$ cat config.mk
export PLATFORM = sky130hd
export DESIGN_NAME = adcst_status
export DESIGN_NICKNAME = d
export VERILOG_FILES = /design/src/common/adcst_pkg.sv /design/src/hw/adcst_status.sv
export SDC_FILE = /design/constraint.sdc
export NUM_CORES = 1
export LEC_CHECK = 0
export BUFFER_PORTS_ARGS = -buffer_cell sky130_fd_sc_hd__buf_4
export CORE_ASPECT_RATIO = 1.4
export CORE_UTILIZATION = 50
export CTS_CLUSTER_SIZE = 28
export DETAILED_ROUTE_END_ITERATION = 8
export GPL_TIMING_DRIVEN = 0
export PLACE_DENSITY = 0.85
export SKIP_CTS_REPAIR_TIMING = 1
export SLEW_MARGIN = 20
export SYNTH_ARGS = -nofsm -noshare
export SYNTH_HDL_FRONTEND = slang
export SYNTH_SLANG_ARGS = --single-unit
$ cat constraint.sdc
create_clock -name core_clk -period 5 [get_ports core_clk]
set_clock_uncertainty 0.1 [all_clocks]
set_input_delay 0.75 -clock core_clk [delete_from_list [all_inputs] [get_ports core_clk]]
set_output_delay 0.75 -clock core_clk [all_outputs]
set_load 0.02 [all_outputs]
$ cat src/common/adcst_pkg.sv
// Package of constants and carrier types for the converter status register block.
package adcst_pkg;

    // Channel count and order code limits.
    localparam int NUM_CH = 6;
    localparam logic [2:0] ORD_ZERO = 3'h0;
    localparam logic [2:0] ORD_SEVEN = 3'h7;
    localparam logic [3:0] ORD_MAX = 4'h6;

    // Sequencer mode field encodings and the invalid calibration select value.
    localparam logic [1:0] MODE_SEQ1 = 2'h0;
    localparam logic [1:0] MODE_SEQ2 = 2'h1;
    localparam logic [1:0] MODE_SEQ3 = 2'h2;
    localparam logic [1:0] CAL_INVALID = 2'h3;

    // Field positions inside the 24-bit status word.
    localparam int BIT_RESET_ACTIVE = 22;
    localparam int SRDY_LSB = 16;
    localparam int BIT_SCAN_FAULT = 15;
    localparam int BIT_REF_PRESENT = 14;
    localparam int BIT_ORDER_FAULT = 13;
    localparam int BIT_PIN_FAULT = 12;
    localparam int BIT_CFG_ERROR = 11;
    localparam int PDSTAT_LSB = 2;
    localparam int BIT_MOD_BUSY = 1;
    localparam int BIT_RDY = 0;

    // Power state codes as reported in the status word.
    localparam logic [1:0] PD_CONVERSION = 2'h0;
    localparam logic [1:0] PD_SLEEP = 2'h1;
    localparam logic [1:0] PD_STANDBY = 2'h2;
    localparam logic [1:0] PD_RESET = 2'h3;

    // Status value while reset is asserted: reset flag set, power state reset.
    localparam logic [23:0] STATUS_RESET = 24'h40000C;

    // Cycles spent in the reset power state after reset is released.
    localparam logic [2:0] RESET_HOLD_CYCLES = 3'h4;

    // Reference detector settle window, derived from the 200 MHz clock.
    localparam int CLK_PERIOD_PS = 5000;
    localparam int REF_VALID_US = 30;
    localparam int REF_VALID_CYCLES = (REF_VALID_US * 1000000) / CLK_PERIOD_PS;

    // Power state of the converter core.
    typedef enum logic [1:0] {PS_RESET, PS_STANDBY, PS_CONVERT, PS_SLEEP} adcst_pstate_t;

    // One channel map entry.
    typedef struct packed {
        logic [1:0] pin_sel;
        logic [2:0] channel_order_code;
        logic channel_scan_enable;
        logic channel_pin_drive_enable;
    } adcst_chan_cfg_t;

    // Control fields that the fault checks inspect.
    typedef struct packed {
        logic [1:0] cal_select;
        logic single_cycle_select;
        logic [1:0] scan_mode;
        adcst_chan_cfg_t [NUM_CH-1:0] chan;
    } adcst_cfg_t;

    // Events and levels from the converter core and the serial port.
    typedef struct packed {
        logic conv_cmd;
        logic conv_done;
        logic cal_busy;
        logic sleep_req;
        logic scan_start;
        logic result_new;
        logic [2:0] result_chan;
        logic data_read_done;
        logic [2:0] read_chan;
        logic ref_ok;
    } adcst_evt_t;

    // Complete state of the status block.
    typedef struct packed {
        adcst_pstate_t pstate;
        logic [2:0] rst_cnt;
        logic [12:0] ref_cnt;
        logic [NUM_CH-1:0] srdy;
        logic rdy;
        logic abort;
        logic [23:0] status;
    } adcst_state_t;

endpackage : adcst_pkg

$ cat src/hw/adcst_status.sv
// Status register logic with configuration fault checks for the six-channel converter.
`timescale 1ns/1ps
// Overview of operation
// RL1 - Reset flag reads one while the device sits in its reset state.
// RL2 - In modes two and three a new channel result sets its ready bit.
// RL3 - A complete read of a channel data register clears its ready bit.
// RL4 - Every scan start clears all six channel ready bits. The code instead sets the bit of a new result arriving in the same cycle.
// RL5 - Modes two or three with no channel or order 000/111 flag scan fault.
// RL6 - Conversion commands are aborted while the scan fault is set.
// RL7 - Reference flag follows the detector; it never blocks conversion.
// RL8 - Reference flag reads zero in sleep or standby.
// RL9 - Reference flag is trusted only from 30 us after start inside conversion.
// RL10 - Two enabled channels sharing one order position flag an order fault.
// RL11 - An enabled channel with order code 000 or 111 flags an order fault.
// RL12 - Enabled orders must run gapless from 001; anything else is an order fault.
// RL13 - While an order fault persists the device stays in standby.
// RL14 - Two pin-driving channels on one output pin fault; device holds standby.
// RL15 - Calibration select equal to 11 sets the configuration error flag.
// RL16 - Single cycle select zero in modes two or three sets configuration error.
// RL17 - A configuration error moves the device to standby and holds it there.
// RL18 - In mode one a new result sets the ready bit; a full read clears it.
// RL19 - Modulator busy is one during conversion or calibration, else zero.
// RL20 - The status word is read only and built from internal state alone.
module adcst_status #(
    parameter logic [12:0] REF_VALID_CYCLES = 13'(adcst_pkg::REF_VALID_CYCLES)
) (
    input wire logic core_clk,
    input wire logic reset,
    input wire adcst_pkg::adcst_cfg_t cfg,
    input wire adcst_pkg::adcst_evt_t evt,
    output logic [23:0] device_status,
    output logic conv_abort,
    output logic standby_hold,
    output logic reference_valid
);

    ////////////////////////////////////////////////////////////////////////////
    // Per-channel decode of the channel map.

    logic [adcst_pkg::NUM_CH-1:0] ch_bad_order;
    logic [adcst_pkg::NUM_CH-1:0] ch_en;
    logic [adcst_pkg::NUM_CH-1:0] ch_pin_clash;
    logic [7:0] ch_pos [adcst_pkg::NUM_CH];

    genvar gi;
    generate
        for (gi = 0; gi < adcst_pkg::NUM_CH; gi++) begin : g_chan
            logic [adcst_pkg::NUM_CH-1:0] clash;
            // Enabled channel with a forbidden order code.
            assign ch_en[gi] = cfg.chan[gi].channel_scan_enable;
            assign ch_bad_order[gi] = ch_en[gi] &&
                ((cfg.chan[gi].channel_order_code == adcst_pkg::ORD_ZERO) ||
                 (cfg.chan[gi].channel_order_code == adcst_pkg::ORD_SEVEN)); // RL11
            // One-hot scan position claimed by this channel, empty when disabled.
            assign ch_pos[gi] = ch_en[gi] ? (8'h01 << cfg.chan[gi].channel_order_code) : 8'h00;
            // A later channel driving the same output pin collides with this one.
            for (genvar gj = 0; gj < adcst_pkg::NUM_CH; gj++) begin : g_pair
                assign clash[gj] = (gj > gi) && cfg.chan[gi].channel_pin_drive_enable &&
                    cfg.chan[gj].channel_pin_drive_enable &&
                    (cfg.chan[gi].pin_sel == cfg.chan[gj].pin_sel); // RL14
            end
            assign ch_pin_clash[gi] = |clash;
        end
    endgenerate

    ////////////////////////////////////////////////////////////////////////////
    // Configuration fault checks.

    logic scan_mode_multi;
    logic scan_fault;
    logic order_fault;
    logic pin_fault;
    logic cfg_error;
    logic any_fault;
    logic [7:0] pos_used;
    logic [7:0] pos_expected;
    logic [3:0] en_count;

    // Scan mode two or three selects the multi-channel sequencer.
    assign scan_mode_multi = (cfg.scan_mode == adcst_pkg::MODE_SEQ2) ||
                             (cfg.scan_mode == adcst_pkg::MODE_SEQ3);

    // Gather claimed positions and build the gapless pattern 1..n for n enabled channels.
    always_comb begin
        pos_used = 8'h00;
        en_count = 4'h0;
        pos_expected = 8'h00;
        for (int i = 0; i < adcst_pkg::NUM_CH; i++) begin
            pos_used = pos_used | ch_pos[i];
            en_count = en_count + {3'h0, ch_en[i]};
        end
        for (int k = 1; k <= adcst_pkg::NUM_CH; k++) begin
            pos_expected[k] = (4'(k) <= en_count);
        end
    end

    // Duplicates leave fewer claimed positions than channels, so the mask comparison
    // catches shared positions as well as gaps.
    assign order_fault = (|ch_bad_order) || (pos_used != pos_expected); // RL10 RL12
    assign scan_fault = scan_mode_multi && ((ch_en == '0) || (|ch_bad_order)); // RL5
    assign pin_fault = |ch_pin_clash; // RL14
    assign cfg_error = (cfg.cal_select == adcst_pkg::CAL_INVALID) || // RL15
                       (scan_mode_multi && !cfg.single_cycle_select); // RL16
    assign any_fault = scan_fault || order_fault || pin_fault || cfg_error;

    ////////////////////////////////////////////////////////////////////////////
    // State update.

    adcst_pkg::adcst_state_t s_q;
    adcst_pkg::adcst_state_t s_d;

    // Next-state logic for power state, ready flags, reference window and status word.
    always_comb begin
        logic [1:0] pd_code;
        logic ref_flag;
        logic mod_busy;
        pd_code = adcst_pkg::PD_STANDBY;
        ref_flag = 1'b0;
        mod_busy = 1'b0;
        s_d = s_q;
        s_d.abort = 1'b0;

        // Power state sequencing.
        case (s_q.pstate)
            adcst_pkg::PS_RESET: begin
                if (s_q.rst_cnt == adcst_pkg::RESET_HOLD_CYCLES - 3'h1) begin
                    s_d.pstate = adcst_pkg::PS_STANDBY;
                end else begin
                    s_d.rst_cnt = s_q.rst_cnt + 3'h1;
                end
            end
            adcst_pkg::PS_STANDBY: begin
                if (evt.sleep_req) begin
                    s_d.pstate = adcst_pkg::PS_SLEEP;
                end else if (evt.conv_cmd && any_fault) begin
                    s_d.abort = 1'b1; // RL6 RL13 RL17
                end else if (evt.conv_cmd) begin
                    s_d.pstate = adcst_pkg::PS_CONVERT;
                end
            end
            adcst_pkg::PS_CONVERT: begin
                // A fault appearing mid-conversion drops back to standby.
                if (any_fault) begin
                    s_d.pstate = adcst_pkg::PS_STANDBY; // RL13 RL14 RL17
                    s_d.abort = 1'b1;
                end else if (evt.conv_done) begin
                    s_d.pstate = adcst_pkg::PS_STANDBY;
                end
            end
            adcst_pkg::PS_SLEEP: begin
                if (!evt.sleep_req) begin
                    s_d.pstate = adcst_pkg::PS_STANDBY;
                end
            end
            default: begin
                s_d.pstate = adcst_pkg::PS_STANDBY;
            end
        endcase

        // Reference settle counter runs only inside conversion and saturates.
        if (s_d.pstate != adcst_pkg::PS_CONVERT) begin
            s_d.ref_cnt = 13'h0000; // RL9
        end else if (s_q.ref_cnt != REF_VALID_CYCLES) begin
            s_d.ref_cnt = s_q.ref_cnt + 13'h0001;
        end

        // Channel ready flags: scan start and reads clear, a new result wins over both.
        if (evt.scan_start) begin
            s_d.srdy = '0; // RL4
        end
        if (evt.data_read_done && (evt.read_chan < 3'(adcst_pkg::NUM_CH))) begin
            s_d.srdy[evt.read_chan] = 1'b0; // RL3
        end
        if (evt.result_new && scan_mode_multi && (evt.result_chan < 3'(adcst_pkg::NUM_CH))) begin
            s_d.srdy[evt.result_chan] = 1'b1; // RL2
        end

        // Single ready flag of sequencer mode one.
        if (evt.result_new && (cfg.scan_mode == adcst_pkg::MODE_SEQ1)) begin
            s_d.rdy = 1'b1; // RL18
        end else if (evt.data_read_done) begin
            s_d.rdy = 1'b0; // RL18
        end

        // Status word fields derived from the next state, so the word stays coherent.
        case (s_d.pstate)
            adcst_pkg::PS_RESET: pd_code = adcst_pkg::PD_RESET;
            adcst_pkg::PS_CONVERT: pd_code = adcst_pkg::PD_CONVERSION;
            adcst_pkg::PS_SLEEP: pd_code = adcst_pkg::PD_SLEEP;
            default: pd_code = adcst_pkg::PD_STANDBY;
        endcase
        ref_flag = (s_d.pstate == adcst_pkg::PS_CONVERT) && evt.ref_ok; // RL7 RL8
        mod_busy = (s_d.pstate == adcst_pkg::PS_CONVERT) || evt.cal_busy; // RL19

        // The word has no write path; every bit comes from internal state.
        s_d.status = 24'h000000; // RL20
        s_d.status[adcst_pkg::BIT_RESET_ACTIVE] = (s_d.pstate == adcst_pkg::PS_RESET); // RL1
        s_d.status[adcst_pkg::SRDY_LSB +: adcst_pkg::NUM_CH] = s_d.srdy;
        s_d.status[adcst_pkg::BIT_SCAN_FAULT] = scan_fault;
        s_d.status[adcst_pkg::BIT_REF_PRESENT] = ref_flag;
        s_d.status[adcst_pkg::BIT_ORDER_FAULT] = order_fault;
        s_d.status[adcst_pkg::BIT_PIN_FAULT] = pin_fault;
        s_d.status[adcst_pkg::BIT_CFG_ERROR] = cfg_error;
        s_d.status[adcst_pkg::PDSTAT_LSB +: 2] = pd_code;
        s_d.status[adcst_pkg::BIT_MOD_BUSY] = mod_busy;
        s_d.status[adcst_pkg::BIT_RDY] = s_d.rdy;
    end

    // State register; reset enters the reset power state.
    always_ff @(posedge core_clk or posedge reset) begin
        if (reset) begin
            s_q.pstate <= adcst_pkg::PS_RESET; // RL1
            s_q.rst_cnt <= 3'h0;
            s_q.ref_cnt <= 13'h0000;
            s_q.srdy <= '0;
            s_q.rdy <= 1'b0;
            s_q.abort <= 1'b0;
            s_q.status <= adcst_pkg::STATUS_RESET;
        end else begin
            s_q <= s_d;
        end
    end

    // Outputs.
    assign device_status = s_q.status;
    assign conv_abort = s_q.abort;
    assign standby_hold = s_q.status[adcst_pkg::BIT_SCAN_FAULT] ||
                          s_q.status[adcst_pkg::BIT_ORDER_FAULT] ||
                          s_q.status[adcst_pkg::BIT_PIN_FAULT] ||
                          s_q.status[adcst_pkg::BIT_CFG_ERROR];
    assign reference_valid = (s_q.pstate == adcst_pkg::PS_CONVERT) &&
                             (s_q.ref_cnt == REF_VALID_CYCLES); // RL9
endmodule : adcst_status

==> results of run 1 <==
==> cell usage after synthesis, types with 4 or more instances <==
cell / n / area share
nor4bb_1: 6 / 0.018
dfrtp_1: 32 / 0.25
o21ai_0: 13 / 0.020
nand3_1: 22 / 0.034
nor3_2: 9 / 0.028
and3_1: 8 / 0.015
a21oi_1: 4 / 0.0062
xnor2_1: 36 / 0.097
inv_1: 33 / 0.038
nand2b_1: 8 / 0.015
nand4b_1: 10 / 0.027
nand4_1: 12 / 0.023
ha_1: 12 / 0.046
nor2b_1: 4 / 0.0077
a31oi_1: 6 / 0.012
a32o_1: 4 / 0.012
buf_4: 24 / 0.055
nand3b_1: 4 / 0.0092
nor3_1: 18 / 0.028
xor2_1: 6 / 0.016
clkbuf_1: 14 / 0.016
nand2_1: 15 / 0.017
nor2_1: 10 / 0.012
==> flip-flops by register name (all words and copies together) (netlist names) <==
| name | cells |
|---|---|
| device_status | 11 |
| s_q | 23 |
| conv_abort | 1 |
==> stage by stage <==
stage / cell area [µm²] / setup WS (ns)
after floorplan: 3270 / 0.373
after global placement: 3870 / -0.0625
after detailed placement: 3870 / -0.138
after CTS: 4010 / 0.161
after global routing: 4010 / 0.00374
final: 4010 / 0.309
==> kinds of logic (layout without fill, tap and decap cells) <==
kind of cell	Yosys count	after routing	share of synthesized area
simple gates	148	148	0.289
mux	3	3	0.00963
compound gates	58	58	0.137
xor+xnor	42	42	0.113
flops	35	35	0.271
buf+inv	73	149	0.114
other cells	1	8	0.00115
fa+ha+maj	15	15	0.0647
==> final cells by class <==
class / count / area, µm² / share of cell area
timing repair buffer: 68 / 510 / 0.127
tap: 72 / 90.1 / 0.0225
clock buffer: 5 / 68.8 / 0.0172
multi-input combinational: 274 / 2020 / 0.504
inverter: 33 / 124 / 0.0309
buffer: 40 / 248 / 0.0618
sequential: 35 / 880 / 0.219
clock inverter: 3 / 67.6 / 0.0168
==> path summary, 6_finish.rpt <==
check | to | cells after the start | startpoint
worst min register to register | s_q[45] | 1 | s_q[45]
worst max register to register | device_status[3] | 10 | s_q[48]
min in group asynchronous | device_status[13] | 2 | reset
max in group asynchronous | s_q[41] | 2 | reset
worst min-delay path | s_q[45] | 1 | s_q[45]
worst max-delay path | device_status[3] | 16 | cfg[1]
==> power by group <==
group | internal (mW) | switching (mW)
clock network | 0.199 | 0.103
logic | 0.264 | 0.340
registers | 0.339 | 0.0302
==> metal layers <==
layer | share of wire | vias to the layer above | GRT usage | routed length, µm
li1 | - | 1485 | - | -
met1 | 0.42 | 1369 | 0.256 | 3040
met2 | 0.53 | 80 | 0.405 | 3850
met3 | 0.036 | 15 | 0.0280 | 264
met4 | 0.018 | 0 | 0.0600 | 129
met5 | 0 | - | 0 | 0
==> impl_metrics.env, run 1 <==
export IMPL_slowest_delay_ns=0.53
export IMPL_syn_area_um2=3250
export IMPL_fill_cells=529
export IMPL_yosysSeqAreaShare=0.271
export IMPL_dp_hpwl_um=5930
export IMPL_nets=535
export IMPL_max_slew_margin_rel=0.462
export IMPL_path_class="in2reg"
export IMPL_synthCells=375
export IMPL_final_cell_mix="buf_4, xnor2_1, inv_1, dfrtp_1, nand3_1"
export IMPL_die_h_um=97.4
export IMPL_path_clk_slew_ns=0.07
export IMPL_grt_pass1_wl_um=12300
export IMPL_yosys_most_used_dff="dfrtp_1"
export IMPL_hold_ws_ns=0.402
export IMPL_root_buffer="clkbuf_8"
export IMPL_wire_per_inst_um=13.7
export IMPL_ff2ff_setup_slack_ns=1.64
export IMPL_crit_buf_inv=4
export IMPL_worstPathArrival_ns=4.81
export IMPL_final_util=0.641
export IMPL_drc=0
export IMPL_powerDensity_nw_per_um2=318
export IMPL_synth_edf_count=0
export IMPL_vias=2949
export IMPL_cap_violations=0
export IMPL_first_pass_iters=4
export IMPL_io_pins=90
export IMPL_required_ns=5.12
export IMPL_fp_dieW_um=70.1
export IMPL_dp_cells=522
export IMPL_path_delay_family="adder cells"
export IMPL_crit_chain="buf_4 -> fa_1 -> inv_1 -> fa_1 -> inv_1 -> ha_1 -> inv_1 -> fa_1 -> or2_2 -> a211oi_1 -> o311ai_0 -> a2111oi_4 -> nand2_1 -> and2_1 -> ha_1 -> a311o_1"
export IMPL_worst_path_max_delay_cell="fa_1"
export IMPL_layout_min_cycle_time_ns=4.69
export IMPL_grt_usage=0.217
export IMPL_power_mw=1.28
export IMPL_clk_latency_ns=0.29
export IMPL_antenna_left=0
export IMPL_n_antenna_cell=0
export IMPL_cts_max_level=2
export IMPL_core_area_um2=6250
export IMPL_std_cell_rows=34
export IMPL_status="finished, final reports clean"
export IMPL_hold_class="reg2reg"
export IMPL_grt_ovfl_total=0
export IMPL_clockBufferDepth=2
export IMPL_async_flop_share=1.00
export IMPL_cts_tree="yes"
export IMPL_ys_types=63
export IMPL_end_kind="register"
export IMPL_syn_area_per_cell_um2=8.66
export IMPL_grt_max_degree=36
export IMPL_wirelength_um=7280
export IMPL_start_kind="input port"
export IMPL_final_max_slew_viol_count=0
export IMPL_worst_slew_pin_slew_ns=0.797
export IMPL_grt_pass1_vias=2760
export IMPL_fmax_mhz=213
export IMPL_place_congestion=0.901
export IMPL_min_period_over_period=0.938
export IMPL_final_common_cell="buf_4"
export IMPL_dieArea_um2=6830
export IMPL_ys_warn_count=0
export IMPL_setup_tns_ns=0
export IMPL_drt_iter0_markers=116
export IMPL_drive_above_1_share=0.262
export IMPL_syn2layout_area_growth_pct=23.5
export IMPL_power_leakage_nw=1.75
export IMPL_cts_buffers=5
export IMPL_setup_viol=0
export IMPL_ir_drop_mv=0.156
export IMPL_io_buffer_count=68
export IMPL_antenna_found_initial=0
export IMPL_ys_ff_latch=35
export IMPL_rsz0062_at_grt="false"
export IMPL_hold_violations=0
export IMPL_start_util=0.519
export IMPL_clkSinkCount=35
export IMPL_critPathMaxFanout=8
export IMPL_viasPerCell=5.56
export IMPL_instances_no_fill=530
No activity file was read; power rests on OpenSTA's default activity.
==> run 2, diff against run 1 <==
Settings changed: CORE_ASPECT_RATIO 1.4 to unset, CORE_UTILIZATION 50 to 58, PLACE_DENSITY 0.85 to 0.95, SETUP_SLACK_MARGIN set to 0.2.
==> impl_metrics.env, run 2 (synthesis gave the netlist of run 1 again) <==
export IMPL_final_max_slew_viol_count=0
export IMPL_dp_cells=520
export IMPL_rr_endpoint="device_status[3]"
export IMPL_worst_path_max_delay_cell="fa_1"
export IMPL_start_util=0.620
export IMPL_io_buffer_count=68
export IMPL_wirelength_um=7690
export IMPL_clk_latency_ns=0.29
export IMPL_dieArea_um2=5900
export IMPL_first_pass_iters=4
export IMPL_place_congestion=0.905
export IMPL_top_register="s_q"
export IMPL_ff2ff_setup_slack_ns=1.56
export IMPL_crit_chain="buf_4 -> fa_1 -> inv_1 -> fa_1 -> inv_1 -> ha_1 -> inv_1 -> fa_1 -> or2_2 -> a211oi_1 -> o311ai_0 -> a2111oi_4 -> nand2_1 -> and2_1 -> ha_1 -> a311o_1"
export IMPL_viasPerCell=5.82
export IMPL_path_class="in2reg"
export IMPL_grt_pass1_wl_um=12800
export IMPL_hold_violations=0
export IMPL_power_leakage_nw=1.75
export IMPL_grt_ovfl_total=0
export IMPL_powerDensity_nw_per_um2=299
export IMPL_end_kind="register"
export IMPL_setup_tns_ns=0
export IMPL_drc=0
export IMPL_instances_no_fill=531
export IMPL_status="finished, final reports clean"
export IMPL_final_common_cell="buf_4"
export IMPL_antenna_left=0
export IMPL_std_cell_rows=26
export IMPL_hold_class="reg2reg"
export IMPL_core_area_um2=5240
export IMPL_wl_met3_um=456
export IMPL_clockBufferDepth=2
export IMPL_largest_register_ffs=23
export IMPL_max_slew_margin_rel=0.422
export IMPL_nets=538
export IMPL_pre_cts_slack_ns=-0.0899
export IMPL_drt_iter0_markers=247
export IMPL_top_signal_layer_used="met4"
export IMPL_setup_slack_ns=0.287
export IMPL_slowest_delay_ns=0.53
export IMPL_die_h_um=76.8
export IMPL_final_cell_mix="buf_4, xnor2_1, inv_1, dfrtp_1, nand3_1"
export IMPL_vias=3091
export IMPL_drive_above_1_share=0.265
export IMPL_r2r_start="s_q[48]"
export IMPL_rsz0062_at_grt="false"
export IMPL_wire_per_inst_um=14.5
export IMPL_cp_startpoint="cfg[1]"
export IMPL_r2r_cells=10
export IMPL_clkSinkCount=35
export IMPL_cts_buffers=5
export IMPL_path_clk_slew_ns=0.06
export IMPL_fmax_mhz=212
export IMPL_cts_tree="yes"
export IMPL_cts_max_level=2
export IMPL_n_antenna_cell=0
export IMPL_cap_violations=0
export IMPL_layout_min_cycle_time_ns=4.71
export IMPL_fill_cells=364
export IMPL_start_kind="input port"
export IMPL_io_pins=90
export IMPL_power_mw=1.19
export IMPL_setup_viol=0
export IMPL_root_buffer="clkbuf_8"
export IMPL_dr_wl_met2_um=3740
export IMPL_grt_usage=0.266
export IMPL_dp_hpwl_um=5940
export IMPL_critPathMaxFanout=8
export IMPL_ir_drop_mv=0.204
export IMPL_wl_met1_um=3280
export IMPL_worst_slew_pin_slew_ns=0.857
export IMPL_endpoint="device_status[3]"
export IMPL_syn2layout_area_growth_pct=22.6
export IMPL_fp_dieW_um=76.8
export IMPL_min_period_over_period=0.943
export IMPL_grt_pass1_vias=2866
export IMPL_grt_max_degree=36
export IMPL_worstPathArrival_ns=4.82
export IMPL_antenna_found_initial=0
export IMPL_required_ns=5.11
[run 2: per-layer routing]
layer / GRT usage / vias up
li1: - / 1493
met1: 0.340 / 1446
met2: 0.449 / 125
met3: 0.0429 / 27
met4: 0.0981 / 0
met5: 0 / -
[run 2: power breakdown]
group / switching [mW] / total (mW) / internal, mW
clock network: 0.0945 / 0.192 / 0.0975
logic: 0.362 / 0.629 / 0.267
registers: 0.0299 / 0.370 / 0.340
total: 0.486 / 1.19 / 0.704
[run 2: per-stage QoR]
step                      utilization  hold WS (ns)  area (µm²)
after floorplan                     -         0.350        3270
after global placement          0.739         0.364        3870
after detailed placement        0.739         0.373        3870
after CTS                       0.755         0.386        3950
after global routing            0.760         0.415        3980
final                           0.760         0.386        3980
[run 2: final cells by class]
| class | count | area, µm² | share of cell area |
|---|---|---|---|
| timing repair buffer | 71 | 533 | 0.134 |
| inverter | 33 | 124 | 0.0311 |
| clock inverter | 1 | 5.00 | 0.00126 |
| clock buffer | 7 | 76.3 | 0.0192 |
| sequential | 35 | 880 | 0.221 |
| buffer | 40 | 248 | 0.0622 |
| tap | 70 | 87.6 | 0.0220 |
| multi-input combinational | 274 | 2030 | 0.510 |
[run 2: how the worst min path moves through the flow]
stage                       start       to  cells after the start
after floorplan           s_q[47]  s_q[47]                      2
after global placement    s_q[47]  s_q[47]                      2
after detailed placement  s_q[45]  s_q[45]                      1
after CTS                 s_q[45]  s_q[45]                      1
after global routing      s_q[45]  s_q[45]                      1
final                     s_q[45]  s_q[45]                      1
[run 2: critical path: cells and delay by family]
family          cells  cell delay [ns]
buf+inv             4             0.31
compound gates      4             1.24
fa+ha+maj           5             1.85
simple gates        3             0.67
